<file path="config.mk">
export PLATFORM = sky130hd
export DESIGN_NAME = tdg_top
export DESIGN_NICKNAME = d
export VERILOG_FILES = /design/src/design/tdg_pkg.sv /design/src/design/tdg_top.sv
export SDC_FILE = /design/constraint.sdc
export NUM_CORES = 1
export LEC_CHECK = 0
export BUFFER_PORTS_ARGS = -buffer_cell sky130_fd_sc_hd__buf_2
export CORE_UTILIZATION = 50
export DETAILED_ROUTE_END_ITERATION = 8
export MAX_ROUTING_LAYER = met4
export PLACE_DENSITY_LB_ADDON = 0.05
export SYNTH_ARGS = -nofsm -noshare
export SYNTH_HDL_FRONTEND = slang
export SYNTH_SLANG_ARGS = --single-unit
</file>
<file path="constraint.sdc">
create_clock -name ref_clk -period 2.3 [get_ports ref_clk]
set_input_delay 0.46 -clock ref_clk [delete_from_list [all_inputs] [get_ports ref_clk]]
set_output_delay 0.46 -clock ref_clk [all_outputs]
set_load 0.02 [all_outputs]
</file>
<file path="src/design/tdg_pkg.sv">
package tdg_pkg;
   // ***************************************************
   // register map
   // ***************************************************
   localparam logic [7:0] CTRL_OFS = 8'h00;
   localparam logic [7:0] STAT_OFS = 8'h04;
   localparam logic [7:0] COMM_OFS = 8'h08;
   localparam logic [7:0] BPCFG_OFS = 8'h0c;
   localparam logic [7:0] BPA_OFS = 8'h10;
   localparam int CTRL_DIS_BIT = 0;
   localparam int STAT_IR_LSB = 16;
   localparam int STAT_ACT_BIT = 20;
   localparam int STAT_EN_BIT = 21;
   localparam int BPCFG_FLOW_BIT = 3;
   localparam int BPCFG_STEP_BIT = 4;
   localparam logic CTRL_RST = 1'b0;
   localparam logic [4:0] BPCFG_RST = 5'h00;
   localparam logic [1:0] RESP_OK = 2'h0;
   localparam logic [1:0] RESP_SLVERR = 2'h2;
   // ***************************************************
   // break point modes
   // ***************************************************
   localparam logic [2:0] BP_4P = 3'h0;
   localparam logic [2:0] BP_3P1D = 3'h1;
   localparam logic [2:0] BP_2P2D = 3'h2;
   localparam logic [2:0] BP_2P_PRNG = 3'h3;
   localparam logic [2:0] BP_2P_DRNG = 3'h4;
   // ***************************************************
   // scan instructions and widths
   // ***************************************************
   localparam int IR_W = 4;
   localparam int CPU_W = 16;
   localparam int ID_W = 32;
   localparam logic [3:0] IR_CAPT = 4'h1;
   localparam logic [3:0] IR_IDCODE = 4'h1;
   localparam logic [3:0] IR_BYPASS = 4'hf;
   localparam logic [3:0] IR_DBG_CPU = 4'h8;
   localparam logic [3:0] IR_DBG_COMM = 4'h9;
   localparam logic [31:0] ID_DEFAULT = 32'h0000_1001; // arbitrary code
   // ***************************************************
   // tap states
   // ***************************************************
   typedef enum logic [15:0] {
      S_TLR = 16'h0001, S_RTI = 16'h0002, S_SDR = 16'h0004,
      S_CDR = 16'h0008, S_SHDR = 16'h0010, S_E1DR = 16'h0020,
      S_PDR = 16'h0040, S_E2DR = 16'h0080, S_UDR = 16'h0100,
      S_SIR = 16'h0200, S_CIR = 16'h0400, S_SHIR = 16'h0800,
      S_E1IR = 16'h1000, S_PIR = 16'h2000, S_E2IR = 16'h4000,
      S_UIR = 16'h8000
   } tdg_state_type;
endpackage : tdg_pkg

</file>
<file path="src/design/tdg_top.sv">
`timescale 1ns/1ps
`default_nettype none
module tdg_top #(
   parameter logic [31:0] ID_CODE = tdg_pkg::ID_DEFAULT // arbitrary value
) (
   input wire logic ref_clk, // system clock
   input wire logic reset_n, // sync reset
   input wire logic [7:0] s_axi_awaddr, // write address
   input wire logic s_axi_awvalid, // write address valid
   output logic s_axi_awready, // write address ready
   input wire logic [31:0] s_axi_wdata, // write data
   input wire logic [3:0] s_axi_wstrb, // byte enables
   input wire logic s_axi_wvalid, // write data valid
   output logic s_axi_wready, // write data ready
   output logic [1:0] s_axi_bresp, // write response
   output logic s_axi_bvalid, // write response valid
   input wire logic s_axi_bready, // write response ready
   input wire logic [7:0] s_axi_araddr, // read address
   input wire logic s_axi_arvalid, // read address valid
   output logic s_axi_arready, // read address ready
   output logic [31:0] s_axi_rdata, // read data
   output logic [1:0] s_axi_rresp, // read response
   output logic s_axi_rvalid, // read valid
   input wire logic s_axi_rready, // read ready
   input wire logic tap_tck, // test clock pin
   input wire logic tap_tms, // mode-select pin
   input wire logic tap_tdi, // serial data in pin
   output logic tap_tdo_out, // serial data out
   output logic tap_tdo_oe_n, // low while driving
   output logic tap_pullup_en, // weak pull-ups on inputs
   output logic port_pin_mode, // pins act as port pins
   input wire logic test_port_enable_fuse, // fuse level
   input wire logic debug_enable_fuse, // fuse level
   input wire logic lock_bit_one, // lock level
   input wire logic lock_bit_two, // lock level
   input wire logic [15:0] cpu_pc, // program address
   input wire logic cpu_pc_valid, // fetch strobe
   input wire logic [15:0] cpu_daddr, // data address
   input wire logic cpu_dacc, // data access strobe
   input wire logic cpu_flow_change, // program flow changed
   input wire logic cpu_step_done, // one instruction done
   output logic [15:0] dbg_instr, // instruction for cpu
   output logic dbg_instr_valid, // one-cycle pulse
   output logic break_req // break to cpu
);
   // ***************************************************
   // pin synchronisers
   // ***************************************************
   logic [6:0] sy1_q, sy2_q;
   logic tck3_q;
   // two flops before any logic reads an outside level
   always_ff @(posedge ref_clk) begin
      if (!reset_n) begin
         sy1_q <= 7'h00;
         sy2_q <= 7'h00;
         tck3_q <= 1'b0;
      end else begin
         sy1_q <= {lock_bit_two, lock_bit_one, debug_enable_fuse,
                   test_port_enable_fuse, tap_tdi, tap_tms, tap_tck};
         sy2_q <= sy1_q;
         tck3_q <= sy2_q[0];
      end
   end
   wire tms = sy2_q[1];
   wire tdi = sy2_q[2];
   wire tck_rise = sy2_q[0] & ~tck3_q;
   wire tck_fall = ~sy2_q[0] & tck3_q;
   logic dis_q;
   wire port_en = sy2_q[3] & ~dis_q;
   wire dbg_act = port_en & sy2_q[4] & ~sy2_q[5] & ~sy2_q[6];

   // ***************************************************
   // tap state machine
   // ***************************************************
   tdg_pkg::tdg_state_type st_q, st_d;
   // next state purely from mode-select
   always_comb begin
      case (st_q)
         tdg_pkg::S_TLR: st_d = tms ? tdg_pkg::S_TLR : tdg_pkg::S_RTI;
         tdg_pkg::S_RTI: st_d = tms ? tdg_pkg::S_SDR : tdg_pkg::S_RTI;
         tdg_pkg::S_SDR: st_d = tms ? tdg_pkg::S_SIR : tdg_pkg::S_CDR;
         tdg_pkg::S_CDR: st_d = tms ? tdg_pkg::S_E1DR : tdg_pkg::S_SHDR;
         tdg_pkg::S_SHDR: st_d = tms ? tdg_pkg::S_E1DR : tdg_pkg::S_SHDR;
         tdg_pkg::S_E1DR: st_d = tms ? tdg_pkg::S_UDR : tdg_pkg::S_PDR;
         tdg_pkg::S_PDR: st_d = tms ? tdg_pkg::S_E2DR : tdg_pkg::S_PDR;
         tdg_pkg::S_E2DR: st_d = tms ? tdg_pkg::S_UDR : tdg_pkg::S_SHDR;
         tdg_pkg::S_UDR: st_d = tms ? tdg_pkg::S_SDR : tdg_pkg::S_RTI;
         tdg_pkg::S_SIR: st_d = tms ? tdg_pkg::S_TLR : tdg_pkg::S_CIR;
         tdg_pkg::S_CIR: st_d = tms ? tdg_pkg::S_E1IR : tdg_pkg::S_SHIR;
         tdg_pkg::S_SHIR: st_d = tms ? tdg_pkg::S_E1IR : tdg_pkg::S_SHIR;
         tdg_pkg::S_E1IR: st_d = tms ? tdg_pkg::S_UIR : tdg_pkg::S_PIR;
         tdg_pkg::S_PIR: st_d = tms ? tdg_pkg::S_E2IR : tdg_pkg::S_PIR;
         tdg_pkg::S_E2IR: st_d = tms ? tdg_pkg::S_UIR : tdg_pkg::S_SHIR;
         tdg_pkg::S_UIR: st_d = tms ? tdg_pkg::S_SDR : tdg_pkg::S_RTI;
         default: st_d = tdg_pkg::S_TLR;
      endcase
   end
   // no test reset pin: system reset, fuse clear or control disable bit hold only
   always_ff @(posedge ref_clk) begin
      if (!reset_n || !port_en) begin
         st_q <= tdg_pkg::S_TLR;
      end else if (tck_rise) begin
         st_q <= st_d; // five high clocks reach reset
      end
   end
   wire in_tlr = st_q == tdg_pkg::S_TLR;
   wire do_cir = tck_rise && st_q == tdg_pkg::S_CIR;
   wire do_sir = tck_rise && st_q == tdg_pkg::S_SHIR;
   wire do_uir = tck_rise && st_q == tdg_pkg::S_UIR;
   wire do_cdr = tck_rise && st_q == tdg_pkg::S_CDR;
   wire do_sdr = tck_rise && st_q == tdg_pkg::S_SHDR;
   wire do_udr = tck_rise && st_q == tdg_pkg::S_UDR;
   wire shifting = st_q == tdg_pkg::S_SHIR || st_q == tdg_pkg::S_SHDR;

   // ***************************************************
   // instruction register
   // ***************************************************
   logic [3:0] irs_q, ir_q;
   // pause and exit states touch nothing here
   always_ff @(posedge ref_clk) begin
      if (!reset_n || !port_en) begin
         irs_q <= tdg_pkg::IR_CAPT;
         ir_q <= tdg_pkg::IR_IDCODE;
      end else if (in_tlr) begin
         ir_q <= tdg_pkg::IR_IDCODE;
      end else if (do_cir) begin
         irs_q <= tdg_pkg::IR_CAPT;
      end else if (do_sir) begin
         irs_q <= {tdi, irs_q[3:1]}; // four bits, lsb first
      end else if (do_uir) begin
         ir_q <= irs_q;
      end
   end

   // ***************************************************
   // data register path select
   // ***************************************************
   wire sel_id = ir_q == tdg_pkg::IR_IDCODE;
   wire sel_cpu = dbg_act && ir_q == tdg_pkg::IR_DBG_CPU;
   wire sel_com = dbg_act && ir_q == tdg_pkg::IR_DBG_COMM;
   // anything else falls back to the single bypass stage
   wire [5:0] dr_len = sel_id ? 6'd32 : sel_cpu ? 6'd16 :
                       sel_com ? 6'd8 : 6'd1;
   logic [31:0] drs_q;
   logic [6:0] comm_q;
   logic dirty_q;
   wire [31:0] dr_cap = sel_id ? ID_CODE :
                        sel_cpu ? {16'h0000, dbg_instr} :
                        sel_com ? {24'h000000, dirty_q, comm_q} :
                        32'h00000000; // bypass cleared
   // new bit enters at the top of the selected length
   wire [31:0] dr_shift = (drs_q >> 1) |
                          ({31'h00000000, tdi} << (dr_len - 6'd1));
   // capture then shift out the captured values
   always_ff @(posedge ref_clk) begin
      if (!reset_n) begin
         drs_q <= 32'h00000000;
      end else if (do_cdr) begin
         drs_q <= dr_cap;
      end else if (do_sdr) begin
         drs_q <= dr_shift;
      end
   end

   // ***************************************************
   // serial output
   // ***************************************************
   // drive only while shifting, change on falling edge
   always_ff @(posedge ref_clk) begin
      if (!reset_n || !port_en) begin
         tap_tdo_out <= 1'b1;
         tap_tdo_oe_n <= 1'b1;
      end else if (tck_fall) begin
         tap_tdo_oe_n <= ~shifting;
         tap_tdo_out <= (st_q == tdg_pkg::S_SHIR) ? irs_q[0] : drs_q[0];
      end
   end
   // pins as port pins when the fuse is clear
   always_ff @(posedge ref_clk) begin
      if (!reset_n) begin
         tap_pullup_en <= 1'b0;
         port_pin_mode <= 1'b1;
      end else begin
         tap_pullup_en <= port_en;
         port_pin_mode <= ~sy2_q[3];
      end
   end

   // ***************************************************
   // debug instruction feed and comm register
   // ***************************************************
   // latched outputs change only in update-dr
   always_ff @(posedge ref_clk) begin
      if (!reset_n) begin
         dbg_instr <= 16'h0000;
         dbg_instr_valid <= 1'b0;
      end else begin
         dbg_instr_valid <= do_udr & sel_cpu;
         if (do_udr && sel_cpu) begin
            dbg_instr <= drs_q[15:0];
         end
      end
   end
   logic aw_ok_q, w_ok_q;
   logic [7:0] awa_q;
   logic [31:0] wd_q;
   logic [3:0] ws_q;
   wire wr_go = aw_ok_q & w_ok_q & ~s_axi_bvalid;
   wire wr_comm = wr_go && awa_q == tdg_pkg::COMM_OFS && ws_q[0];
   // cpu write sets, debugger update clears; set wins
   always_ff @(posedge ref_clk) begin
      if (!reset_n) begin
         comm_q <= 7'h00;
         dirty_q <= 1'b0;
      end else if (wr_comm) begin
         comm_q <= wd_q[6:0];
         dirty_q <= 1'b1;
      end else if (do_udr && sel_com) begin
         dirty_q <= 1'b0;
      end
   end

   // ***************************************************
   // break point unit
   // ***************************************************
   logic [4:0] bpc_q;
   logic [15:0] bpa_q [4];
   wire [2:0] mode = bpc_q[2:0];
   wire rng = mode == tdg_pkg::BP_2P_PRNG || mode == tdg_pkg::BP_2P_DRNG;
   // which slots watch data accesses in each mode
   wire [3:0] is_dat;
   assign is_dat[0] = 1'b0;
   assign is_dat[1] = 1'b0;
   assign is_dat[2] = mode == tdg_pkg::BP_2P2D ||
                      mode == tdg_pkg::BP_2P_DRNG;
   assign is_dat[3] = mode == tdg_pkg::BP_3P1D ||
                      mode == tdg_pkg::BP_2P2D;
   wire [3:0] hit;
   // slot three is the mask in range modes, so it never hits alone
   for (genvar i = 0; i < 4; i++) begin : g_bp
      wire [15:0] a = is_dat[i] ? cpu_daddr : cpu_pc;
      wire [15:0] m = (i == 2 && rng) ? ~bpa_q[3] : 16'hffff;
      wire v = is_dat[i] ? cpu_dacc : cpu_pc_valid;
      assign hit[i] = v && ((a ^ bpa_q[i]) & m) == 16'h0000 &&
                      !(i == 3 && rng);
   end
   // all break sources gated by fuses and locks
   always_ff @(posedge ref_clk) begin
      if (!reset_n) begin
         break_req <= 1'b0;
      end else begin
         break_req <= dbg_act & (|hit |
                      (bpc_q[tdg_pkg::BPCFG_FLOW_BIT] & cpu_flow_change) |
                      (bpc_q[tdg_pkg::BPCFG_STEP_BIT] & cpu_step_done));
      end
   end

   // ***************************************************
   // axi4-lite write channel
   // ***************************************************
   wire wa_bp = awa_q[7:4] == 4'h1 && awa_q[1:0] == 2'h0;
   wire wa_ok = awa_q == tdg_pkg::CTRL_OFS || awa_q == tdg_pkg::COMM_OFS ||
                awa_q == tdg_pkg::BPCFG_OFS || wa_bp;
   // address and data taken in either order, answer after both
   always_ff @(posedge ref_clk) begin
      if (!reset_n) begin
         aw_ok_q <= 1'b0;
         w_ok_q <= 1'b0;
         awa_q <= 8'h00;
         wd_q <= 32'h00000000;
         ws_q <= 4'h0;
         s_axi_awready <= 1'b0;
         s_axi_wready <= 1'b0;
         s_axi_bvalid <= 1'b0;
         s_axi_bresp <= tdg_pkg::RESP_OK;
      end else begin
         s_axi_awready <= ~aw_ok_q & ~s_axi_awready & s_axi_awvalid;
         s_axi_wready <= ~w_ok_q & ~s_axi_wready & s_axi_wvalid;
         if (s_axi_awvalid && s_axi_awready) begin
            aw_ok_q <= 1'b1;
            awa_q <= s_axi_awaddr;
         end
         if (s_axi_wvalid && s_axi_wready) begin
            w_ok_q <= 1'b1;
            wd_q <= s_axi_wdata;
            ws_q <= s_axi_wstrb;
         end
         if (wr_go) begin
            aw_ok_q <= 1'b0;
            w_ok_q <= 1'b0;
            s_axi_bvalid <= 1'b1;
            s_axi_bresp <= wa_ok ? tdg_pkg::RESP_OK : tdg_pkg::RESP_SLVERR;
         end else if (s_axi_bready) begin
            s_axi_bvalid <= 1'b0;
         end
      end
   end
   // control and break point registers, low byte lanes
   always_ff @(posedge ref_clk) begin
      if (!reset_n) begin
         dis_q <= tdg_pkg::CTRL_RST;
         bpc_q <= tdg_pkg::BPCFG_RST;
         bpa_q <= '{default: 16'h0000};
      end else if (wr_go) begin
         if (awa_q == tdg_pkg::CTRL_OFS && ws_q[0]) begin
            dis_q <= wd_q[tdg_pkg::CTRL_DIS_BIT];
         end
         if (awa_q == tdg_pkg::BPCFG_OFS && ws_q[0]) begin
            bpc_q <= wd_q[4:0];
         end
         if (wa_bp) begin
            if (ws_q[0]) bpa_q[awa_q[3:2]][7:0] <= wd_q[7:0];
            if (ws_q[1]) bpa_q[awa_q[3:2]][15:8] <= wd_q[15:8];
         end
      end
   end

   // ***************************************************
   // axi4-lite read channel
   // ***************************************************
   wire [7:0] ra = s_axi_araddr;
   wire ra_bp = ra[7:4] == 4'h1 && ra[1:0] == 2'h0;
   wire [31:0] stat = {10'h000, port_en, dbg_act, ir_q, st_q};
   wire [31:0] rd_mux = ra == tdg_pkg::CTRL_OFS ? {31'h00000000, dis_q} :
                        ra == tdg_pkg::STAT_OFS ? stat :
                        ra == tdg_pkg::COMM_OFS ?
                           {24'h000000, dirty_q, comm_q} :
                        ra == tdg_pkg::BPCFG_OFS ? {27'h0000000, bpc_q} :
                        ra_bp ? {16'h0000, bpa_q[ra[3:2]]} : 32'h00000000;
   wire ra_ok = ra == tdg_pkg::CTRL_OFS || ra == tdg_pkg::STAT_OFS ||
                ra == tdg_pkg::COMM_OFS || ra == tdg_pkg::BPCFG_OFS || ra_bp;
   // one read at a time, data held until taken
   always_ff @(posedge ref_clk) begin
      if (!reset_n) begin
         s_axi_arready <= 1'b0;
         s_axi_rvalid <= 1'b0;
         s_axi_rdata <= 32'h00000000;
         s_axi_rresp <= tdg_pkg::RESP_OK;
      end else begin
         s_axi_arready <= ~s_axi_rvalid & ~s_axi_arready & s_axi_arvalid;
         if (s_axi_arvalid && s_axi_arready) begin
            s_axi_rvalid <= 1'b1;
            s_axi_rdata <= rd_mux;
            s_axi_rresp <= ra_ok ? tdg_pkg::RESP_OK : tdg_pkg::RESP_SLVERR;
         end else if (s_axi_rready) begin
            s_axi_rvalid <= 1'b0;
         end
      end
   end
endmodule : tdg_top
`default_nettype wire

</file>
# Word-level counts from Yosys, hierarchy flattened
# Cells that the tools add are included.
[word_totals] regBits=240 latch_bits=0 ramBits=0 rom_bits=0 wordCells=237 n_memories=0
[op_classes] add_sub_neg=1 multipliers=0 div=0 magnitude_cmp=3 n_eq_ne=30 n_shift=1 mux=56 n_bitwise=47 reduce_logical=64
[op_table] operator="$mux 64" n=5
[op_table] operator="$mux 16" n=13
[op_table] operator="$pmux 16 s12" n=1
[op_table] operator="$bwmux 64" n=2
[op_table] operator="$demux 16 s2" n=2
[op_table] operator="$logic_not 16->1" n=4
[op_table] operator="$mux 32" n=2
[op_table] operator="$xor 16x16->16" n=4
[op_table] operator="$mux 22" n=2
[op_table] operator="$bmux 16 s2" n=1
[op_table] operator="$eq 8x4->1 const B" n=4
[op_table] operator="$or 31x32->32" n=1
[op_table] operator="$shl 1x6->32" n=1
[op_table] operator="$logic_and 1x1->1" n=25
[op_table] operator="$mux 8" n=3
[op_table] operator="$and 1x1->1" n=18
[op_table] operator="$mux 9" n=2
[op_table] operator="$not 1->1" n=18
[op_table] operator="$and 16x16->16" n=1
[op_table] operator="$eq 16x1->1 const B" n=1
[op_table] operator="$eq 16x10->1 const B" n=1
[op_table] operator="$eq 16x11->1 const B" n=1
[op_table] operator="$eq 16x12->1 const B" n=1
[op_table] operator="$eq 16x13->1 const B" n=1
[op_table] operator="43 further kinds" n=88

# Logic depth before layout (Yosys ltp)
# Gate-level depths: netlist (run 1).
[depth] depth_word=14 mapped_depth=11 depth_no_buf=11

# Worst setup path after synthesis (run 1)
# Ideal clock, no wire load.
[synth_path] path_kind="reg-to-reg" from="register ir_q[0]" to="register drs_q[8]" setup_time_ns=0.070 arrival_ns=2.382 slack_ns=-0.152 stages_incl_launch_ff=10 path_buffers=2 path_cell_list="dfxtp_1 > clkbuf_1 > clkbuf_1 > inv_1 > or2_2 > ha_1 > nor2b_1 > a311oi_1 > or3_1 > a21oi_1"
[synth_between] elab_chain_cells=10 elab_cells_between_ends=15 cone_classes="add/sub: 1; eq/ne: 3; shift: 1; mux: 7; bitwise: 1; reduce/logical: 2"
[synth_rtl] item="start: declaration" line_no="tdg_top.sv:118" rtl="logic [3:0] irs_q, ir_q;"
[synth_rtl] item="start signal: assignment" line_no="tdg_top.sv:123" rtl="ir_q <= tdg_pkg::IR_IDCODE;"
[synth_rtl] item="start signal: assignment" line_no="tdg_top.sv:125" rtl="ir_q <= tdg_pkg::IR_IDCODE;"
[synth_rtl] item="start signal: assignment" line_no="tdg_top.sv:131" rtl="ir_q <= irs_q;"
[synth_rtl] item="$eq 4x4->1" line_no="tdg_top.sv:140" rtl="wire sel_com = dbg_act && ir_q == tdg_pkg::IR_DBG_COMM;"
[synth_rtl] item="$logic_and 1x1->1" line_no="tdg_top.sv:140"
[synth_rtl] item="$mux 4" line_no="tdg_top.sv:143" rtl="sel_com ? 6'd8 : 6'd1;"
[synth_rtl] item="$mux 5" line_no="tdg_top.sv:142" rtl="wire [5:0] dr_len = sel_id ? 6'd32 : sel_cpu ? 6'd16 :"
[synth_rtl] item="$mux 6" line_no="tdg_top.sv:142"
[synth_rtl] item="$sub 6x1->6" line_no="tdg_top.sv:153" rtl="({31'h00000000, tdi} << (dr_len - 6'd1));"
[synth_rtl] item="$shl 1x6->32" line_no="tdg_top.sv:153"
[synth_rtl] item="$or 31x32->32" line_no="tdg_top.sv:152" rtl="wire [31:0] dr_shift = (drs_q >> 1) |"
[synth_rtl] item="$mux 32" line_no="tdg_top.sv:160" rtl="end else if (do_sdr) begin"
[synth_rtl] item="$mux 32 *" line_no="tdg_top.sv:158" rtl="end else if (do_cdr) begin"
[synth_rtl] item="end signal: assignment" line_no="tdg_top.sv:159" rtl="drs_q <= dr_cap;"
[synth_rtl] item="end signal: assignment" line_no="tdg_top.sv:161" rtl="drs_q <= dr_shift;"
[synth_rtl] item="end: declaration" line_no="tdg_top.sv:144" rtl="logic [31:0] drs_q;"
# Mark *: on every way between the ends. The rest lies on a longest branch, timed or not. The select of a mux whose other input is x is not followed.
# A chain may end at the register's enable or synchronous reset.

# Final worst setup path (run 1)
[layout_path] from="register bpc_q[1]" to="register break_req"
[layout_between] elab_chain_cells=11 elab_cells_between_ends=25 cone_classes="eq/ne: 4; mux: 5; bitwise: 6; reduce/logical: 10"
[layout_rtl] item="start: declaration" line_no="tdg_top.sv:226" rtl="logic [4:0] bpc_q;"
[layout_rtl] item="start signal: assignment" line_no="tdg_top.sv:302" rtl="bpc_q <= tdg_pkg::BPCFG_RST;"
[layout_rtl] item="start signal: assignment" line_no="tdg_top.sv:309" rtl="bpc_q <= wd_q[4:0];"
[layout_rtl] item="$eq 3x2->1, or another cell as far along" line_no="tdg_top.sv:234, tdg_top.sv:237"
[layout_rtl] item="$logic_or 1x1->1 (on tied branches)" line_no="tdg_top.sv:234, tdg_top.sv:236"
[layout_rtl] item="$mux 16" line_no="tdg_top.sv:241" rtl="wire [15:0] a = is_dat[i] ? cpu_daddr : cpu_pc;"
[layout_rtl] item="$xor 16x16->16" line_no="tdg_top.sv:244" rtl="assign hit[i] = v && ((a ^ bpa_q[i]) & m) == 16'h0000 &&"
[layout_rtl] item="$and 16x16->16 / $logic_not 16->1 (equally long branches)" line_no="tdg_top.sv:244"
[layout_rtl] item="$logic_not 16->1 / $logic_and 1x1->1 (equally long branches)" line_no="tdg_top.sv:244"
[layout_rtl] item="$logic_and 1x1->1" line_no="tdg_top.sv:244"
[layout_rtl] item="$reduce_or 4->1 *" line_no="tdg_top.sv:252" rtl="break_req <= dbg_act & (|hit |"
[layout_rtl] item="$or 1x1->1 *" line_no="tdg_top.sv:252"
[layout_rtl] item="$or 1x1->1 *" line_no="tdg_top.sv:253" rtl="(bpc_q[tdg_pkg::BPCFG_FLOW_BIT] & cpu_flow_change) |"
[layout_rtl] item="$and 1x1->1 *" line_no="tdg_top.sv:252"
[layout_rtl] item="end signal: assignment" line_no="tdg_top.sv:252"
[layout_rtl] item="end: declaration" line_no="tdg_top.sv:44" rtl="output logic break_req"
# Mark *: on every way between the ends. The rest lies on a longest branch, timed or not.

==> tab_implementation.tex, run 1 <==
\begin{tabular}{lr}
\hline
Metric & Value \\
\hline
\multicolumn{2}{l}{\textbf{GRT}} \\
Pin count of the biggest net entering global routing & 65 \\
Vias in the first global route & 9924 \\
Met2 GRT Util & 0.450 \\
Met3 track demand over resource in global routing & 0.0374 \\
Fraction of met1 tracks used by global routing & 0.466 \\
GRT Max-Usage Layer & met1 \\
Initial antenna violation count & 0 \\
Wire length of the first global-routing pass & 55800 um \\
GRT Util Overall & 0.313 \\
Grt total ovfl & 0 \\
\multicolumn{2}{l}{\textbf{CTS}} \\
Reg clk slew, reported paths & 0.06 ns \\
Clock root buffer & clkbuf\_16 \\
Total number of clock tree sinks & 228 \\
Worst-case clock buffer depth & 3 \\
TritonCTS clock tree & yes \\
\# Post-CTS Setup Buffers & 0 \\
TritonCTS Buffers & 24 \\
CTS HTree Levels & 1 \\
Number of hold-repair buffers added at the cts stage & 0 \\
Clk Latency, worst-skew pair & 0.53 ns \\
\multicolumn{2}{l}{\textbf{Synth}} \\
Share of the synthesized netlist area taken by xor and xnor gates & 0.0535 \\
Share of synthesized area spent on multiplexers & 0.0742 \\
Synth Cell Area & 11200 um\^{}2 \\
Area fraction in compound gates after synthesis & 0.173 \\
Unique cell type count in the Yosys netlist & 70 \\
Register area share after synthesis & 0.406 \\
Synthesized-area fraction occupied by adder cells & 0.00111 \\
Dominant cell type by area after synthesis & dfxtp\_1 \\
Ys Warns & 0 \\
Number of synthesized flops with an enable pin & 0 \\
Post-Synthesis Cells & 1394 \\
Predominant post-synthesis flop cell & dfxtp\_1 \\
Most area-consuming cells after synthesis & dfxtp\_1 41\%, nand2\_1 9.4\%, a21oi\_1 7.3\%, xnor2\_1 4.1\%, nor2\_1 3.8\% \\
Async set-reset flop share out of synthesis & 0 \\
Post-Syn Area per Cell & 8.07 um\^{}2 \\
Count of state elements after synthesis & 228 \\
Main combinational cell family by area after synthesis & simple AND/OR/NAND/NOR gates \\
Yosys top cell area share & 0.406 \\
Simple logic cell fraction of the synthesized area & 0.247 \\
\multicolumn{2}{l}{\textbf{Drt}} \\
Via Count & 11044 \\
Final routed wirelength across all metal layers & 35200 um \\
Initial DRC Count & 1003 \\
Total DRC errors in the routed layout & 28 \\
Average via count per standard cell & 5.81 \\
Pre-antenna DRT Iters & 9 \\
Routed length per placed instance & 18.6 um \\
Post-DRT Antenna Nets & 0 \\
\multicolumn{2}{l}{\textbf{Critical path}} \\
Nature of the critical path startpoint & register \\
Category of the worst setup path capture point & register \\
Kind of cell adding the most delay to the critical path & simple AND/OR/NAND/NOR gates \\
Worst EP required & 2.75 ns \\
Category of the most critical setup path & reg2reg \\
Peak per-stage delay on the critical path & 0.44 ns \\
Biggest fanout along the worst timing path & 11 \\
List of cells traversed by the critical path & xnor2\_4 > buf\_4 > or2\_1 > buf\_6 > or4\_1 > o311ai\_0 > or4\_1 > a211o\_1 > o31ai\_2 \\
Arrival time of data at the critical path endpoint & 2.67 ns \\
Buf/Inv on CP & 2 \\
Slowest cell on the critical path & or4\_1 \\
Most repeated library cell on the critical path & or4\_1 \\
\multicolumn{2}{l}{\textbf{Timing}} \\
Actual transition at the worst max-transition pin & 0.980 ns \\
Max Clock Skew & 0.0134 ns \\
Number of slew-limit violations in the final report & 0 \\
FMAX & 450 MHz \\
Worst relative slew slack & 0.341 \\
Post-route fraction of the period consumed by the critical path & 0.965 \\
Final hold violation count & 0 \\
Post-route setup slack & 0.0797 ns \\
Crit path time final & 2.22 ns \\
Count of final setup violators & 0 \\
\multicolumn{2}{l}{\textbf{Die}} \\
Die W & 152 um \\
Vertical extent of the die & 152 um \\
Starting Density & 0.512 \\
Total die area & 23100 um\^{}2 \\
\# rows & 54 \\
Std-Cell Core Area & 22000 um\^{}2 \\
Number of top-level design ports & 165 \\
\multicolumn{2}{l}{\textbf{Pwr}} \\
Power density relative to cell area & 636 nW/um\^{}2 \\
Total leakage power & 0.00536 uW \\
Worst supply voltage drop on vdd & 0.650 mV \\
Tot Pwr & 8900 uW \\
\multicolumn{2}{l}{\textbf{Run}} \\
Maximum Capacitance Violations & 0 \\
\multicolumn{2}{l}{\textbf{Outcome}} \\
Failing checks & design-rule violations \\
Status & finished, violations left \\
\multicolumn{2}{l}{\textbf{Placed design}} \\
Buffers on Ports & 134 \\
Detail Placement HPWL & 26700 um \\
Placement-stage worst setup slack & -0.134 ns \\
Final weighted congestion in routability-driven placement & 1.01 \\
\multicolumn{2}{l}{\textbf{Cells and area}} \\
Number of nets in the layout & 1705 \\
Filler cells & 1976 \\
Sequential cell area in the final layout & 4570 um\^{}2 \\
Combined area of the multi-input logic cells & 6350 um\^{}2 \\
Synth-to-Final Area Change & 24.4\% \\
Share of cells above drive strength 1 & 0.228 \\
Diode insertion count for antenna repair & 0 \\
\multicolumn{2}{l}{\textbf{Worst hold path}} \\
Hold WC Path Type & in2reg \\
\hline
\end{tabular}
[state kept, by name, summed over array words and instances, names as in the netlist, 2 cells and up]
signal and flops:
bpa_q 64, drs_q 32, s_axi_rdata 22, dbg_instr 16
st_q 16, wd_q 16, awa_q 8, comm_q 7
sy1_q 7, sy2_q 7, bpc_q 5, ir_q 4
irs_q 4, ws_q 2
[routing by layer]
| metal | routed length [um] | up-vias |
|---|---|---|
| met3 | 2820 | 42 |
| met1 | 17000 | 5248 |
| met4 | 692 | 0 |
| met2 | 14700 | 440 |
| met5 | 0 | - |
| li1 | - | 5314 |
[stage by stage]
stage | util | hold slack, ns | cells | instance area (um^2) | TNS (ns)
6_report | 0.638 | 0.144 | 1900 | 14000 | 0
4_1_cts | 0.633 | 0.126 | 1900 | 13900 | 0
3_3_place_gp | 0.590 | 0.393 | 1856 | 13000 | -0.0954
5_1_grt | 0.638 | 0.131 | 1900 | 14000 | -0.0238
2_1_floorplan | - | 0.353 | 1405 | 11300 | 0
3_5_place_dp | 0.590 | 0.401 | 1856 | 13000 | -0.134
[area by class of cell]
type / count / area share
Inverter: 23 / 0.00635
Clock inverter: 12 / 0.0163
Clock buffer: 32 / 0.0486
Tap cell: 280 / 0.0250
Multi-Input combinational cell: 1061 / 0.453
Sequential cell: 228 / 0.326
Timing Repair Buffer: 264 / 0.124
[kinds of logic (layout without fill, tap and decap cells)]
group | count (synthesis) | in the layout
fa+ha+maj | 1 | 1
compound gates | 314 | 314
mux | 61 | 61
xor+xnor | 67 | 67
buf+inv | 116 | 331
flops | 228 | 228
other cells | 1 | 12
simple gates | 606 | 606
[cell usage after synthesis, types with 15 or more instances]
cell type / number
nor2_1: 113
a21oi_1: 165
dfxtp_1: 228
xnor2_1: 53
inv_1: 22
nand4_1: 15
nand2_1: 282
nor4_1: 21
clkbuf_1: 68
a22oi_1: 34
mux2i_1: 35
nor3_1: 36
nand3_1: 33
and2_1: 23
o21ai_0: 28
mux4_2: 17
nand2b_1: 19
[path summary, 6_finish.rpt]
kind	cells past startpoint	slack, ns	startpoint	endpoint
max	9	0.08	bpc_q[1]$_SDFFE_PN0P_	break_req$_SDFF_PN0_
min reg2reg	1	0.42	sy2_q[3]$_SDFF_PN0_	port_pin_mode$_SDFF_PN1_
max reg2reg	9	0.08	bpc_q[1]$_SDFFE_PN0P_	break_req$_SDFF_PN0_
min	2	0.14	lock_bit_one	sy1_q[5]$_SDFF_PN0_
[timing repair]
item	in CTS	in global routing
gates resized for setup	7	19
pin swaps	2	6
cloned	0	0
endpoints found under the hold margin	0	0
setup endpoints to repair	1	35
[layout by cell type, fill, tap and decap left out, types with 9 or more instances in the layout]
cell type / netlist / final
dfxtp_1: 228 / 225
nor3_1: 36 / 34
nor4_1: 21 / 17
conb_1: 1 / 12
xor2_1: 12 / 12
a31oi_1: 9 / 9
and3_1: 14 / 13
buf_4: 13 / 122
nand2_1: 282 / 282
inv_1: 22 / 22
or3_1: 9 / 9
a21oi_1: 165 / 164
nand3_1: 33 / 31
mux4_2: 17 / 17
a22oi_1: 34 / 34
mux2i_1: 35 / 35
mux2_2: 9 / 9
and2_1: 23 / 22
o21ai_0: 28 / 27
buf_2: 9 / 134
xnor2_1: 53 / 52
nand4_1: 15 / 15
nand2b_1: 19 / 19
clkbuf_16: 0 / 24
nor2_1: 113 / 111
[report_power, final]
| group | internal (uW) | switching (uW) |
|---|---|---|
| clock | 2760 | 1620 |
| combinational | 199 | 294 |
| sequential | 3980 | 42.0 |
[worst reg2reg max path, delay by kind of cell, from the launching register on]
kind / cells / cell delay [ns]
flops: 1 / 0.42
xor+xnor: 1 / 0.15
simple gates: 3 / 0.70
buf+inv: 2 / 0.32
compound gates: 3 / 0.55
Note: power is estimated with default switching activity, not from simulation.
==> run 2, diff against run 1 <==
Settings changed: CORE_ASPECT_RATIO set to 2, CORE_MARGIN set to 1.5.
==> run 2 against run 1 <==
- the flow finishes with violations (negative setup slack)
- first-iteration DRC count down 19%
- flip-flop and latch count did not move
- sequential share of layout area is 0.44 points lower
- worst setup slack lost 0.12 ns
- utilization is 0.65 points higher
- critical path depth fell by 1
- total power down 8.0%
- clock skew rose by 0.0030 ns
==> tab_implementation.tex, run 2 (same netlist as run 1, synthesis figures left out) <==
\begin{tabular}{lr}
\hline
Metric & Value \\
\hline
\multicolumn{2}{l}{\textbf{Outcome}} \\
Status & finished, violations left \\
Failing checks & negative setup slack \\
\multicolumn{2}{l}{\textbf{Die}} \\
Number of top-level design ports & 165 \\
Starting Density & 0.510 \\
\# rows & 77 \\
Std-Cell Core Area & 22100 um\^{}2 \\
Vertical extent of the die & 215 um \\
Total die area & 23500 um\^{}2 \\
Die W & 109 um \\
\multicolumn{2}{l}{\textbf{GRT}} \\
Vias in the first global route & 11123 \\
Initial antenna violation count & 0 \\
Grt total ovfl & 0 \\
Wire length of the first global-routing pass & 61600 um \\
GRT Util Overall & 0.363 \\
Pin count of the biggest net entering global routing & 55 \\
\multicolumn{2}{l}{\textbf{Placed design}} \\
Placement-stage worst setup slack & -0.143 ns \\
Detail Placement HPWL & 32300 um \\
Buffers on Ports & 134 \\
Final weighted congestion in routability-driven placement & 1.11 \\
Post-Place Cell Area & 13200 um\^{}2 \\
\multicolumn{2}{l}{\textbf{CTS}} \\
Clk Latency, worst-skew pair & 0.54 ns \\
CTS HTree Levels & 1 \\
Clock root buffer & clkbuf\_16 \\
Worst-case clock buffer depth & 3 \\
TritonCTS clock tree & yes \\
Number of hold-repair buffers added at the cts stage & 0 \\
TritonCTS Buffers & 22 \\
Reg clk slew, reported paths & 0.08 ns \\
Total number of clock tree sinks & 228 \\
\multicolumn{2}{l}{\textbf{Critical path}} \\
Nature of the critical path startpoint & register \\
Worst EP required & 2.75 ns \\
Biggest fanout along the worst timing path & 7 \\
Category of the most critical setup path & reg2reg \\
Category of the worst setup path capture point & register \\
Arrival time of data at the critical path endpoint & 2.79 ns \\
\multicolumn{2}{l}{\textbf{Timing}} \\
Count of final setup violators & 1 \\
Actual transition at the worst max-transition pin & 0.824 ns \\
Post-route fraction of the period consumed by the critical path & 1.02 \\
Max Clock Skew & 0.0164 ns \\
Number of slew-limit violations in the final report & 0 \\
FMAX & 427 MHz \\
Unrepaired setup endpoints after global routing & true \\
Crit path time final & 2.34 ns \\
Final hold violation count & 0 \\
Worst relative slew slack & 0.446 \\
Post-route setup slack & -0.0441 ns \\
\multicolumn{2}{l}{\textbf{Drt}} \\
Total DRC errors in the routed layout & 0 \\
Routed length per placed instance & 21.3 um \\
Initial DRC Count & 814 \\
Post-DRT Antenna Nets & 0 \\
Final routed wirelength across all metal layers & 41200 um \\
Pre-antenna DRT Iters & 6 \\
Via Count & 11290 \\
Average via count per standard cell & 5.84 \\
\multicolumn{2}{l}{\textbf{Cells and area}} \\
Leading cell type in the layout, fill and taps excluded & nand2\_1 \\
Largest register by flop count & bpa\_q \\
Flip-flop count of the largest register, all copies and words added & 64 \\
Synth-to-Final Area Change & 26.3\% \\
Regs by FF count & bpa\_q: 64 flops, drs\_q: 32 flops, s\_axi\_rdata: 22 flops \\
Highest-count cells in the layout ignoring fill and taps & 281 x nand2\_1, 225 x dfxtp\_1, 165 x a21oi\_1 \\
Filler cells & 1997 \\
Post-route design area & 14200 um\^{}2 \\
Number of nets in the layout & 1746 \\
Diode insertion count for antenna repair & 0 \\
Share of cells above drive strength 1 & 0.256 \\
\multicolumn{2}{l}{\textbf{Run}} \\
Maximum Capacitance Violations & 0 \\
\multicolumn{2}{l}{\textbf{Worst hold path}} \\
Hold WC Path Type & in2reg \\
\multicolumn{2}{l}{\textbf{Pwr}} \\
Total leakage power & 0.00547 uW \\
Worst supply voltage drop on vdd & 0.638 mV \\
Power density relative to cell area & 576 nW/um\^{}2 \\
\hline
\end{tabular}
-- run 2: cell types whose count changed in the layout (fill, tap and decap cells not counted), sizes merged --
cell	previous run	this run
clkinvlp	1	5
inv	23	22
bufinv	6	1
buf	264	307
clkbuf	32	26
clkinv	5	8
-- run 2: layout make-up --
| class | instances | area, um^2 | area share |
|---|---|---|---|
| Sequential cell | 228 | 4570 | 0.322 |
| Multi-Input combinational cell | 1061 | 6430 | 0.452 |
| Tap cell | 276 | 345 | 0.0243 |
| Clock inverter | 13 | 123 | 0.00863 |
| Inverter | 23 | 92.6 | 0.00652 |
| Clock buffer | 26 | 586 | 0.0412 |
| Timing Repair Buffer | 307 | 2060 | 0.145 |
-- run 2: worst paths after layout --
kind | startpoint | end | depth (start not counted) | slack, ns
max | bpc_q[1]$_SDFFE_PN0P_ | break_req$_SDFF_PN0_ | 8 | -0.04
min | test_port_enable_fuse | sy1_q[3]$_SDFF_PN0_ | 2 | 0.13
max reg2reg | bpc_q[1]$_SDFFE_PN0P_ | break_req$_SDFF_PN0_ | 8 | -0.04
min reg2reg | sy1_q[0]$_SDFF_PN0_ | sy2_q[0]$_SDFF_PN0_ | 1 | 0.43
-- run 2: worst max-delay path, stage by stage (launching register included) --
cell	delay (ns)
dfxtp_4	0.39
xor2_4	0.21
and3_4	0.20
o21a_1	0.17
or4b_2	0.64
nor4_2	0.29
buf_4	0.18
a31oi_1	0.10
o31ai_2	0.07
-- run 2: timing repair --
action                                  CTS  global route
resized for setup                        36            17
gates cloned                              0             0
buffers inserted                          8             4
endpoints found under the setup margin    2            25
pin swaps                                15             6
-- run 2: where the power goes --
group	internal (uW)	switching [uW]
clock network	1960	1650
registers	3980	42.7
logic	218	337
-- run 2: routing by layer --
layer / vias to the layer above / part of all wire / global-route usage
li1: 5374 / - / -
met4: 0 / 0.091 / 0.282
met1: 5378 / 0.32 / 0.333
met2: 388 / 0.54 / 0.656
met5: - / 0 / -
met3: 150 / 0.042 / 0.0385
-- run 2: metrics by stage --
step	cells	total power, uW	util	setup TNS (ns)	hold WS, ns
6_report	1934	8180	0.644	-0.0441	0.130
5_1_grt	1934	8420	0.644	-0.101	0.130
2_1_floorplan	1405	4390	-	0	0.353
4_1_cts	1930	8220	0.639	-0.0298	0.127
3_5_place_dp	1886	4650	0.597	-0.157	0.421
3_3_place_gp	1886	4640	0.597	-0.138	0.413
